## src/verilog/tas_pkg.sv

```systemverilog
// Summary of operation
// - after reset a start-up logo is shown for about four seconds before normal display starts.
// - in level operation the level is a bar with graduations from 10 in steps of 10 percent.
// - a level below the low alarm threshold, or at/above the high one, for 30 s raises buzzer, lamp and arrow.
// - a button press during a level alarm silences the buzzer only; the alarm relay follows the condition.
// - a level alarm clears once the level is clearly above the low threshold or clearly below the upper control level.
// - a level below 0 or above 106 percent shows the measurement-range fault.
// - a disconnected or faulty probe shows the probe fault.
// - an internal equipment error de-energises every relay output.
// - a button press during a fault silences the buzzer; the fault stays shown until measurement is normal again.
// - holding both buttons shows the operating mode and the thresholds relevant to it.
// - in temperature operation the temperature is a bar shown in Celsius or Fahrenheit as configured.
// - a temperature at/above the high temperature threshold for 30 s raises buzzer, lamp and arrow.
// - acknowledging a temperature alarm silences only the buzzer; it clears once clearly below the threshold.
// - a temperature below -200 C or above +50 C shows the measurement-range fault at once.
// - a failure of the temperature electronics shows the internal fault.
// - the control thresholds drive the control relay; the alarm thresholds drive lamp and buzzer.
package tas_pkg;

  localparam int unsigned CLK_HZ          = 40_000_000;
  localparam int unsigned LOGO_MS         = 4000;
  localparam int unsigned QUAL_MS         = 30000;
  localparam int unsigned LOGO_CYC        = CLK_HZ / 1000 * LOGO_MS;
  localparam int unsigned QUAL_CYC        = CLK_HZ / 1000 * QUAL_MS;

  typedef logic signed [9:0] tas_meas_t;

  localparam tas_meas_t   LEVEL_MIN_PCT   = 10'sd0;
  localparam tas_meas_t   LEVEL_MAX_PCT   = 10'sd106;
  localparam tas_meas_t   TEMP_MIN_C      = -10'sd200;
  localparam tas_meas_t   TEMP_MAX_C      = 10'sd50;
  localparam tas_meas_t   BAR_BASE_PCT    = 10'sd10;
  localparam tas_meas_t   BAR_STEP_PCT    = 10'sd10;
  localparam tas_meas_t   TEMP_BAR_STEP_C = 10'sd25;
  localparam tas_meas_t   HYST            = 10'sd2;
  localparam int unsigned BAR_SEGS        = 10;

  localparam logic [4:0]  SHOW_LOW_ALARM  = 5'h01;
  localparam logic [4:0]  SHOW_HIGH_ALARM = 5'h02;
  localparam logic [4:0]  SHOW_UPPER_CTRL = 5'h04;
  localparam logic [4:0]  SHOW_LOWER_CTRL = 5'h08;
  localparam logic [4:0]  SHOW_TEMP_ALARM = 5'h10;

  typedef enum logic [1:0] {
    TAS_MODE_LEVEL      = 2'h0,
    TAS_MODE_LEVEL_CTRL = 2'h1,
    TAS_MODE_TEMP_CTRL  = 2'h3
  } tas_mode_e;

  typedef enum logic [2:0] {
    TAS_SCR_LOGO      = 3'h0,
    TAS_SCR_BAR       = 3'h1,
    TAS_SCR_PARAM     = 3'h3,
    TAS_SCR_ERR_PROBE = 3'h2,
    TAS_SCR_ERR_MEAS  = 3'h6,
    TAS_SCR_ERR_INT   = 3'h7
  } tas_screen_e;

  typedef struct packed {
    tas_meas_t low_level_alarm_threshold;
    tas_meas_t high_level_alarm_threshold;
    tas_meas_t upper_control_threshold;
    tas_meas_t lower_control_threshold;
    tas_meas_t high_temp_alarm_threshold;
  } tas_thr_s;

  typedef struct packed {
    tas_screen_e          screen;
    tas_mode_e            mode;
    logic [BAR_SEGS-1:0]  bar;
    tas_meas_t            value;
    logic                 unit_f;
    logic                 arrow;
    logic [4:0]           show;
  } tas_disp_s;

endpackage

```

## src/verilog/tas_qual_timer.sv

```systemverilog
`timescale 1ns/1ps
module tas_qual_timer #(
  parameter int unsigned CNT_W = 32,
  parameter int unsigned COUNT = 1
) (
  input  wire logic sys_clk,
  input  wire logic rst_n,
  input  wire logic run,
  output logic      done
);

  logic [CNT_W-1:0] cnt_q;
  logic [CNT_W-1:0] cnt_d;
  logic             done_q;
  logic             done_d;

  if (COUNT < 1 || CNT_W > 32 || (CNT_W < 32 && COUNT > (1 << CNT_W))) begin : g_bad_cfg
    $error("tas_qual_timer: COUNT does not fit CNT_W");
  end

  // dropping run restarts the count, so only a sustained run reaches done
  always_comb begin
    cnt_d  = '0;
    done_d = 1'b0;
    if (run) begin
      if (done_q || cnt_q == CNT_W'(COUNT - 1)) begin
        done_d = 1'b1;
        cnt_d  = cnt_q;
      end else begin
        cnt_d = cnt_q + CNT_W'(1);
      end
    end
  end

  always_ff @(posedge sys_clk or negedge rst_n) begin
    if (!rst_n) begin
      cnt_q  <= '0;
      done_q <= 1'b0;
    end else begin
      cnt_q  <= cnt_d;
      done_q <= done_d;
    end
  end

  assign done = done_q;

endmodule

```

## src/verilog/tas_supervisor.sv

```systemverilog
`timescale 1ns/1ps
module tas_supervisor #(
  parameter int unsigned LOGO_COUNT = tas_pkg::LOGO_CYC,
  parameter int unsigned QUAL_COUNT = tas_pkg::QUAL_CYC
) (
  input  wire logic                sys_clk,
  input  wire logic                rst_n,
  input  wire tas_pkg::tas_mode_e  mode,
  input  wire logic                unit_f,
  input  wire tas_pkg::tas_thr_s   thr,
  input  wire tas_pkg::tas_meas_t  level_pct,
  input  wire tas_pkg::tas_meas_t  temp_c,
  input  wire logic                btn_ack_pin,
  input  wire logic                btn_alt_pin,
  input  wire logic                probe_ok_pin,
  input  wire logic                equip_err_pin,
  input  wire logic                temp_elec_err_pin,
  output tas_pkg::tas_disp_s       disp,
  output logic                     buzzer,
  output logic                     alarm_lamp,
  output logic                     alarm_relay,
  output logic                     control_relay
);

  localparam int unsigned NSYNC = 5;

  if (LOGO_COUNT < 1 || QUAL_COUNT < 1) begin : g_bad_count
    $error("tas_supervisor: timer counts must be at least one");
  end

  function automatic logic [tas_pkg::BAR_SEGS-1:0] bar_fill(
    input tas_pkg::tas_meas_t v,
    input tas_pkg::tas_meas_t base,
    input tas_pkg::tas_meas_t step
  );
    logic [tas_pkg::BAR_SEGS-1:0] b;
    b = '0;
    for (int i = 0; i < tas_pkg::BAR_SEGS; i++) begin
      b[i] = int'(v) >= int'(base) + int'(step) * i;
    end
    return b;
  endfunction

  function automatic tas_pkg::tas_meas_t to_fahrenheit(input tas_pkg::tas_meas_t c);
    int f;
    f = int'(c) * 9 / 5 + 32;
    return f[9:0];
  endfunction

  // pin synchronisers; stage one is read only by stage two
  logic [NSYNC-1:0] sync1_q;
  logic [NSYNC-1:0] sync2_q;
  logic [NSYNC-1:0] pins;

  assign pins = {temp_elec_err_pin, equip_err_pin, probe_ok_pin, btn_alt_pin, btn_ack_pin};

  always_ff @(posedge sys_clk or negedge rst_n) begin
    if (!rst_n) begin
      sync1_q <= '0;
      sync2_q <= '0;
    end else begin
      sync1_q <= pins;
      sync2_q <= sync1_q;
    end
  end

  logic ack_held;
  logic alt_held;
  logic probe_ok;
  logic equip_err;
  logic temp_elec_err;

  assign ack_held      = sync2_q[0];
  assign alt_held      = sync2_q[1];
  assign probe_ok      = sync2_q[2];
  assign equip_err     = sync2_q[3];
  assign temp_elec_err = sync2_q[4];

  // measurement classification
  logic is_temp;
  logic has_ctrl;
  logic probe_fault;
  logic range_fault;
  logic int_fault;
  logic any_fault;
  logic lvl_low;
  logic lvl_high;
  logic tmp_high;

  assign is_temp     = mode == tas_pkg::TAS_MODE_TEMP_CTRL;
  assign has_ctrl    = mode != tas_pkg::TAS_MODE_LEVEL;
  assign probe_fault = !probe_ok;
  assign range_fault = is_temp ? (temp_c < tas_pkg::TEMP_MIN_C || temp_c > tas_pkg::TEMP_MAX_C)
                               : (level_pct < tas_pkg::LEVEL_MIN_PCT ||
                                  level_pct > tas_pkg::LEVEL_MAX_PCT);
  assign int_fault   = equip_err || (is_temp && temp_elec_err);
  assign any_fault   = probe_fault || range_fault || int_fault;
  assign lvl_low     = level_pct < thr.low_level_alarm_threshold;
  assign lvl_high    = level_pct >= thr.high_level_alarm_threshold;
  assign tmp_high    = is_temp && temp_c >= thr.high_temp_alarm_threshold;

  // qualification timers
  logic logo_done;
  logic lvl_qual;
  logic tmp_qual;
  logic lvl_alarm_q;
  logic lvl_alarm_d;
  logic lvl_alarm_low_q;
  logic lvl_alarm_low_d;
  logic tmp_alarm_q;
  logic tmp_alarm_d;

  tas_qual_timer #(
    .CNT_W (32),
    .COUNT (LOGO_COUNT)
  ) u_logo (
    .sys_clk (sys_clk),
    .rst_n   (rst_n),
    .run     (1'b1),
    .done    (logo_done)
  );

  // a faulted measurement cannot qualify an alarm
  tas_qual_timer #(
    .CNT_W (32),
    .COUNT (QUAL_COUNT)
  ) u_lvl_qual (
    .sys_clk (sys_clk),
    .rst_n   (rst_n),
    .run     (logo_done && !any_fault && !lvl_alarm_q && (lvl_low || lvl_high)),
    .done    (lvl_qual)
  );

  tas_qual_timer #(
    .CNT_W (32),
    .COUNT (QUAL_COUNT)
  ) u_tmp_qual (
    .sys_clk (sys_clk),
    .rst_n   (rst_n),
    .run     (logo_done && !any_fault && !tmp_alarm_q && tmp_high),
    .done    (tmp_qual)
  );

  // alarm, buzzer and relay state
  logic ack_prev_q;
  logic ack_prev_d;
  logic fault_prev_q;
  logic fault_prev_d;
  logic buzzer_q;
  logic buzzer_d;
  logic lamp_q;
  logic lamp_d;
  logic alarm_relay_q;
  logic alarm_relay_d;
  logic ctrl_relay_q;
  logic ctrl_relay_d;
  logic ack_press;
  logic raise;

  // a lone press acknowledges; both held is the parameter view
  assign ack_press = ack_held && !ack_prev_q && !alt_held;
  assign raise     = (lvl_qual && !lvl_alarm_q) || (tmp_qual && !tmp_alarm_q) ||
                     (any_fault && !fault_prev_q && logo_done);

  always_comb begin
    lvl_alarm_d     = lvl_alarm_q;
    lvl_alarm_low_d = lvl_alarm_low_q;
    tmp_alarm_d     = tmp_alarm_q;
    ack_prev_d      = ack_held;
    fault_prev_d    = any_fault && logo_done;
    buzzer_d        = buzzer_q;
    ctrl_relay_d    = ctrl_relay_q;
    if (lvl_alarm_q) begin
      if (lvl_alarm_low_q) begin
        if (level_pct > thr.low_level_alarm_threshold + tas_pkg::HYST) begin
          lvl_alarm_d = 1'b0;
        end
      end else if (level_pct < thr.upper_control_threshold - tas_pkg::HYST) begin
        lvl_alarm_d = 1'b0;
      end
    end else if (lvl_qual) begin
      lvl_alarm_d     = 1'b1;
      lvl_alarm_low_d = lvl_low;
    end
    if (tmp_alarm_q) begin
      if (temp_c < thr.high_temp_alarm_threshold - tas_pkg::HYST || !is_temp) begin
        tmp_alarm_d = 1'b0;
      end
    end else if (tmp_qual) begin
      tmp_alarm_d = 1'b1;
    end
    // a new alarm or fault in the cycle of a press still sounds
    if (ack_press) begin
      buzzer_d = 1'b0;
    end
    if (raise) begin
      buzzer_d = 1'b1;
    end
    if (!lvl_alarm_d && !tmp_alarm_d && !(any_fault && logo_done)) begin
      buzzer_d = 1'b0;
    end
    lamp_d        = lvl_alarm_d || tmp_alarm_d;
    alarm_relay_d = (lvl_alarm_d || tmp_alarm_d) && !equip_err;
    // fill between the control levels with hysteresis
    if (!has_ctrl || equip_err || any_fault || !logo_done) begin
      ctrl_relay_d = 1'b0;
    end else if (level_pct <= thr.lower_control_threshold) begin
      ctrl_relay_d = 1'b1;
    end else if (level_pct >= thr.upper_control_threshold) begin
      ctrl_relay_d = 1'b0;
    end
  end

  always_ff @(posedge sys_clk or negedge rst_n) begin
    if (!rst_n) begin
      lvl_alarm_q     <= 1'b0;
      lvl_alarm_low_q <= 1'b0;
      tmp_alarm_q     <= 1'b0;
      ack_prev_q      <= 1'b0;
      fault_prev_q    <= 1'b0;
      buzzer_q        <= 1'b0;
      lamp_q          <= 1'b0;
      alarm_relay_q   <= 1'b0;
      ctrl_relay_q    <= 1'b0;
    end else begin
      lvl_alarm_q     <= lvl_alarm_d;
      lvl_alarm_low_q <= lvl_alarm_low_d;
      tmp_alarm_q     <= tmp_alarm_d;
      ack_prev_q      <= ack_prev_d;
      fault_prev_q    <= fault_prev_d;
      buzzer_q        <= buzzer_d;
      lamp_q          <= lamp_d;
      alarm_relay_q   <= alarm_relay_d;
      ctrl_relay_q    <= ctrl_relay_d;
    end
  end

  // display state
  tas_pkg::tas_screen_e screen_q;
  tas_pkg::tas_screen_e screen_d;
  tas_pkg::tas_disp_s   disp_q;
  tas_pkg::tas_disp_s   disp_d;

  always_comb begin
    screen_d = screen_q;
    unique case (screen_q)
      tas_pkg::TAS_SCR_LOGO: begin
        if (logo_done) begin
          screen_d = tas_pkg::TAS_SCR_BAR;
        end
      end
      tas_pkg::TAS_SCR_BAR,
      tas_pkg::TAS_SCR_PARAM,
      tas_pkg::TAS_SCR_ERR_PROBE,
      tas_pkg::TAS_SCR_ERR_MEAS,
      tas_pkg::TAS_SCR_ERR_INT: begin
        if (ack_held && alt_held) begin
          screen_d = tas_pkg::TAS_SCR_PARAM;
        end else if (int_fault) begin
          screen_d = tas_pkg::TAS_SCR_ERR_INT;
        end else if (probe_fault) begin
          screen_d = tas_pkg::TAS_SCR_ERR_PROBE;
        end else if (range_fault) begin
          screen_d = tas_pkg::TAS_SCR_ERR_MEAS;
        end else begin
          screen_d = tas_pkg::TAS_SCR_BAR;
        end
      end
      default: screen_d = tas_pkg::TAS_SCR_LOGO;
    endcase
  end

  always_comb begin
    disp_d        = disp_q;
    disp_d.screen = screen_d;
    disp_d.mode   = mode;
    disp_d.unit_f = is_temp && unit_f;
    disp_d.arrow  = lvl_alarm_d || tmp_alarm_d;
    if (is_temp) begin
      disp_d.bar   = bar_fill(temp_c, tas_pkg::TEMP_MIN_C + tas_pkg::TEMP_BAR_STEP_C,
                              tas_pkg::TEMP_BAR_STEP_C);
      disp_d.value = unit_f ? to_fahrenheit(temp_c) : temp_c;
      disp_d.show  = tas_pkg::SHOW_TEMP_ALARM | tas_pkg::SHOW_UPPER_CTRL |
                     tas_pkg::SHOW_LOWER_CTRL;
    end else begin
      disp_d.bar   = bar_fill(level_pct, tas_pkg::BAR_BASE_PCT, tas_pkg::BAR_STEP_PCT);
      disp_d.value = level_pct;
      disp_d.show  = tas_pkg::SHOW_LOW_ALARM | tas_pkg::SHOW_HIGH_ALARM;
      if (has_ctrl) begin
        disp_d.show = disp_d.show | tas_pkg::SHOW_UPPER_CTRL | tas_pkg::SHOW_LOWER_CTRL;
      end
    end
    if (screen_d != tas_pkg::TAS_SCR_PARAM) begin
      disp_d.show = '0;
    end
  end

  always_ff @(posedge sys_clk or negedge rst_n) begin
    if (!rst_n) begin
      screen_q <= tas_pkg::TAS_SCR_LOGO;
      disp_q   <= '0;
    end else begin
      screen_q <= screen_d;
      disp_q   <= disp_d;
    end
  end

  assign disp          = disp_q;
  assign buzzer        = buzzer_q;
  assign alarm_lamp    = lamp_q;
  assign alarm_relay   = alarm_relay_q;
  assign control_relay = ctrl_relay_q;

endmodule
```

## config.mk

```make
export PLATFORM = sky130hd
export DESIGN_NAME = tas_supervisor
export DESIGN_NICKNAME = d
export VERILOG_FILES = /design/src/verilog/tas_pkg.sv /design/src/verilog/tas_qual_timer.sv /design/src/verilog/tas_supervisor.sv
export SDC_FILE = /design/constraint.sdc
export NUM_CORES = 1
export LEC_CHECK = 0
export BUFFER_PORTS_ARGS = -buffer_cell sky130_fd_sc_hd__buf_4
export CAP_MARGIN = 15
export CORE_AREA = 10 10 265 191
export CTS_CLUSTER_SIZE = 24
export DETAILED_ROUTE_END_ITERATION = 10
export DIE_AREA = 0 0 275 201
export PLACE_DENSITY = 0.41
export SLEW_MARGIN = 30
export SYNTH_ARGS = -nofsm -noshare
export SYNTH_HDL_FRONTEND = slang
export SYNTH_SLANG_ARGS = --single-unit
export TNS_END_PERCENT = 5
```

## constraint.sdc

```tcl
create_clock -name sys_clk -period 5.65 [get_ports sys_clk]
set_input_delay 1.13 -clock sys_clk [delete_from_list [all_inputs] [get_ports sys_clk]]
set_output_delay 1.13 -clock sys_clk [all_outputs]
set_load 0.01 [all_outputs]
```

==> impl_summary.log <==
[metrics] EDFF count, synth: 0
[metrics] number of flip-flops and latches in the synthesized netlist: 147
[metrics] proportion of power drawn by combinational gates: 62.4%
[metrics] peak ir drop on the vdd network: 0.220 mV
[metrics] unrepaired setup endpoints after global routing: yes
[metrics] Mapped Cells: 1483
[metrics] failing checks: setup timing
[metrics] total via count after detailed routing: 11900
[metrics] Yosys warnings: 0
[metrics] register share of total power: 18.8%
[metrics] average wire per cell in the routed design: 17.2 µm
[metrics] total die area: 55300 µm²
[metrics] die outline height: 201 µm
[metrics] vias in the first global route: 12000
[metrics] Setup TNS Final: -26.26 ns
[metrics] all-layer global routing usage: 15.1%
[metrics] placement row count: 66
[metrics] number of inserted filler cells in the final layout: 4774
[metrics] worst hold path depth: 0
[metrics] Post-synth ARST share: 100%
[metrics] number of buffer cells added on primary ports: 115
[metrics] post-DR vias/cell: 4.87
[metrics] required time at the worst-slack endpoint: 5.99 ns
[metrics] H-tree depth: 4
[metrics] DRC Markers: 0
[metrics] setup violators final: 10
[metrics] Num CTS Buffers: 17
[metrics] maximum number of pins on one net before global-route repair: 62
[metrics] wire length of the first global-routing pass: 67.9 mm
[metrics] share of the core filled with cells: 37.2%
[metrics] final period demand of the worst path: 8.92 ns
[metrics] worst endpoint data arrival time: 9.26 ns
[metrics] Post-CTS Hold Buffers: 0
[metrics] total non-filler cell area in the finished layout: 17000 µm²
[metrics] transition at the pin with the smallest max-transition slack: 0.789 ns
[metrics] total nets after synthesis: 1674
[metrics] Syn Area/Cell: 8.46 µm²
[metrics] critical-path maximum fanout: 7
[metrics] starting utilization of the core area: 27.4%
[metrics] number of antenna violations at the first check in global routing: 2
[metrics] CP Class: in2reg
[metrics] clock share of power: 18.8%
[metrics] drt initial violations: 922
[metrics] distinct cell type count of the synthesized netlist: 108
[metrics] Static Leak: 7.46 nW
[metrics] floorplan die width: 275 µm
[metrics] crit path max-delay cell type: or4_4
[metrics] internal portion of total power: 0.00355 W
[metrics] Yosys top cell by area: dfrtp_1
[metrics] family with the most delay on the worst path: compound AO/OA/AOI/OAI gates
[metrics] switching share of power: 39.6%
[metrics] share of layout cells above drive strength 1: 28.8%
[metrics] clock slew seen by the registers of the worst setup and hold paths: 0.07 ns
[metrics] placement-stage cell area: 15800 µm²
[metrics] logic depth of the worst path, buffers included: 41
[metrics] final setup margin: -3.27 ns
[metrics] skew final: 0.0159 ns
[metrics] largest cells by area after synthesis: dfrtp_1 29%, ha_1 11%, xnor2_1 6.6%
[metrics] Tcrit/Tclk final: 158%
[metrics] gr ovfl total: 0
[metrics] final WL: 42.2 mm
[metrics] number of max-cap violations: 0
[metrics] post-layout instance count excluding filler cells: 2451
[metrics] Most used DFF post-synth: dfrtp_1
[metrics] cell area after technology mapping: 12500 µm²
[metrics] Storage cell area: 3680 µm²
[metrics] worst slew margin relative to its limit: 46.9%
[metrics] top-area cell type share of the netlist area: 29.3%
[metrics] CP Launch Type: input pin
[metrics] Final Max Tran Viols: 0
[metrics] # nets final: 2018
[metrics] power spent charging and discharging nets: 0.00233 W
[metrics] core outline area: 45700 µm²
[metrics] most frequent cell on the critical path: ha_4
[metrics] sequential-to-total area share from yosys stat: 29.3%
[metrics] post-placement cell count: 2398
[metrics] delay of the slowest cell on the worst path: 0.54 ns
[metrics] Pwr per Cell Area: 346 nW/µm²
[metrics] count of boundary I/O pins: 116
[metrics] maximum clock rate: 112 MHz
[metrics] clock tree from TritonCTS: built
[metrics] Area growth, synth to finish: 35.8%
[metrics] worst path buffer plus inverter count: 3
[metrics] final weighted congestion in routability-driven placement: 0.874
[metrics] kind of capture point of the worst setup path: register
[metrics] Sink Count: 147
[metrics] root buf cell: clkbuf_16
[metrics] # diodes: 0
[metrics] placed wire-length estimate: 33.5 mm
[metrics] final-report hold violation count: 0
[metrics] Worst R2R Path Depth: 12
[metrics] buffer levels on the longest clock path: 2
[metrics] worst hold path class: reg2reg
[metrics] multi-input gate area in the final layout: 8870 µm²
[metrics] result of the run: finished, violations left
[metrics] Clk Latency, worst-skew pair: 0.42 ns
[metrics] drt pass-1 iters: 5
[metrics] remaining number of nets flagged by the antenna check after routing: 0
-- metal layers --
layer	vias to the layer above	track usage (%)	share of wire [%]
li1	6027	-	-
met1	5689	22.7	53
met2	190	22.8	43
met3	20	2.02	3.2
met4	0	2.53	0.78
met5	-	0	0
-- flip-flops by register name (all words and copies together) (netlist names) --
name and cells:
disp 30, u_tmp_qual.cnt_q 32, alarm_relay 1, u_logo.done 1, lvl_alarm_low_q 1, control_relay 1
tmp_alarm_q 1, u_lvl_qual.done 1, ack_prev_q 1, buzzer 1, u_lvl_qual.cnt_q 32, u_logo.cnt_q 32
sync1_q 5, fault_prev_q 1, sync2_q 5, lvl_alarm_q 1, u_tmp_qual.done 1
-- worst register-to-register path, delay by kind of cell, from the launching register on --
kind	cells	cell delay, ns
simple gates	11	2.66
flops	1	0.41
xor+xnor	1	0.17
-- metrics by stage --
stage / setup slack [ns] / power [W] / hold WS [ns]
4_1_cts: -3.27 / 0.00584 / 0.354
6_report: -3.27 / 0.00589 / 0.350
2_1_floorplan: -3.88 / 0.00295 / 0.331
3_3_place_gp: -4.01 / 0.00442 / 0.337
5_1_grt: -3.78 / 0.00631 / 0.357
3_5_place_dp: -4.19 / 0.00439 / 0.337
-- power groups by stage --
stage          Sequential (W)  Combinational, W  Clock [W]
3_5_place_dp          0.00112           0.00327          0
2_1_floorplan         0.00113           0.00182          0
5_1_grt               0.00111           0.00401    0.00119
4_1_cts               0.00111           0.00359    0.00115
3_3_place_gp          0.00113           0.00329          0
6_report              0.00110           0.00367    0.00111
-- cells in the mapped netlist, drive strengths merged (12+ instances only) --
cell type and count:
nor2 164, dfrtp 147, nand2 127, ha 110, xnor2 96, o21ai 88, inv 83, a21oi 69
nand3 58, xor2 51, nand4 41, clkbuf 36, nor3 34, nor2b 32, nand2b 29, nor4 26
and3 19, a31oi 18, a211oi 17, mux2i 17, buf 14, and4 13, o22ai 13, o211ai 12
-- path summary, 6_finish.rpt --
kind	start	slack, ns	endpoint
setup / recovery	temp_c[4]	-3.27	disp[16]
hold / removal	sync1_q[3]	0.35	sync2_q[3]
setup reg to reg	u_tmp_qual.cnt_q[4]	2.27	u_tmp_qual.cnt_q[31]
hold reg to reg	sync1_q[3]	0.35	sync2_q[3]
max in group asynchronous	rst_n	3.88	disp[15]
min in group asynchronous	rst_n	0.67	u_lvl_qual.cnt_q[4]
-- layout make-up --
class                      count  share of cell area [%]
clock buffer                  19                    2.60
sequential                   147                    21.6
multi-input combinational   1203                    52.1
timing repair buffer         375                    16.7
inverter                      83                    1.83
tap                          612                    4.50
clock inverter                12                   0.720
-- layout by cell type (no fill, tap or decap), drive strengths merged, types with 29 or more instances in the layout --
| cell type | instances |
|---|---|
| buf | 375 |
| nor2 | 164 |
| dfrtp | 147 |
| nand2 | 127 |
| ha | 110 |
| xnor2 | 96 |
| inv | 89 |
| o21ai | 88 |
| a21oi | 69 |
| nand3 | 58 |
| xor2 | 51 |
| nand4 | 41 |
| nor3 | 34 |
| nor2b | 32 |
| nand2b | 29 |
-- what timing repair did --
action,4_1_cts,5_1_grt
gates cloned,2,0
resized for setup,70,13
buffers inserted,19,1
setup endpoints to repair,10,10
pin swaps,51,3
-- logic make-up (layout without fill, tap and decap cells) --
logic type	Yosys count	in the layout	synth area share, %
mux	21	21	1.80
simple gates	598	598	24.4
flops	147	147	29.3
xor+xnor	147	147	10.4
fa+ha+maj	113	113	11.3
compound gates	324	324	18.4
buf+inv	133	489	4.34
(Power assumes the default switching activity.)
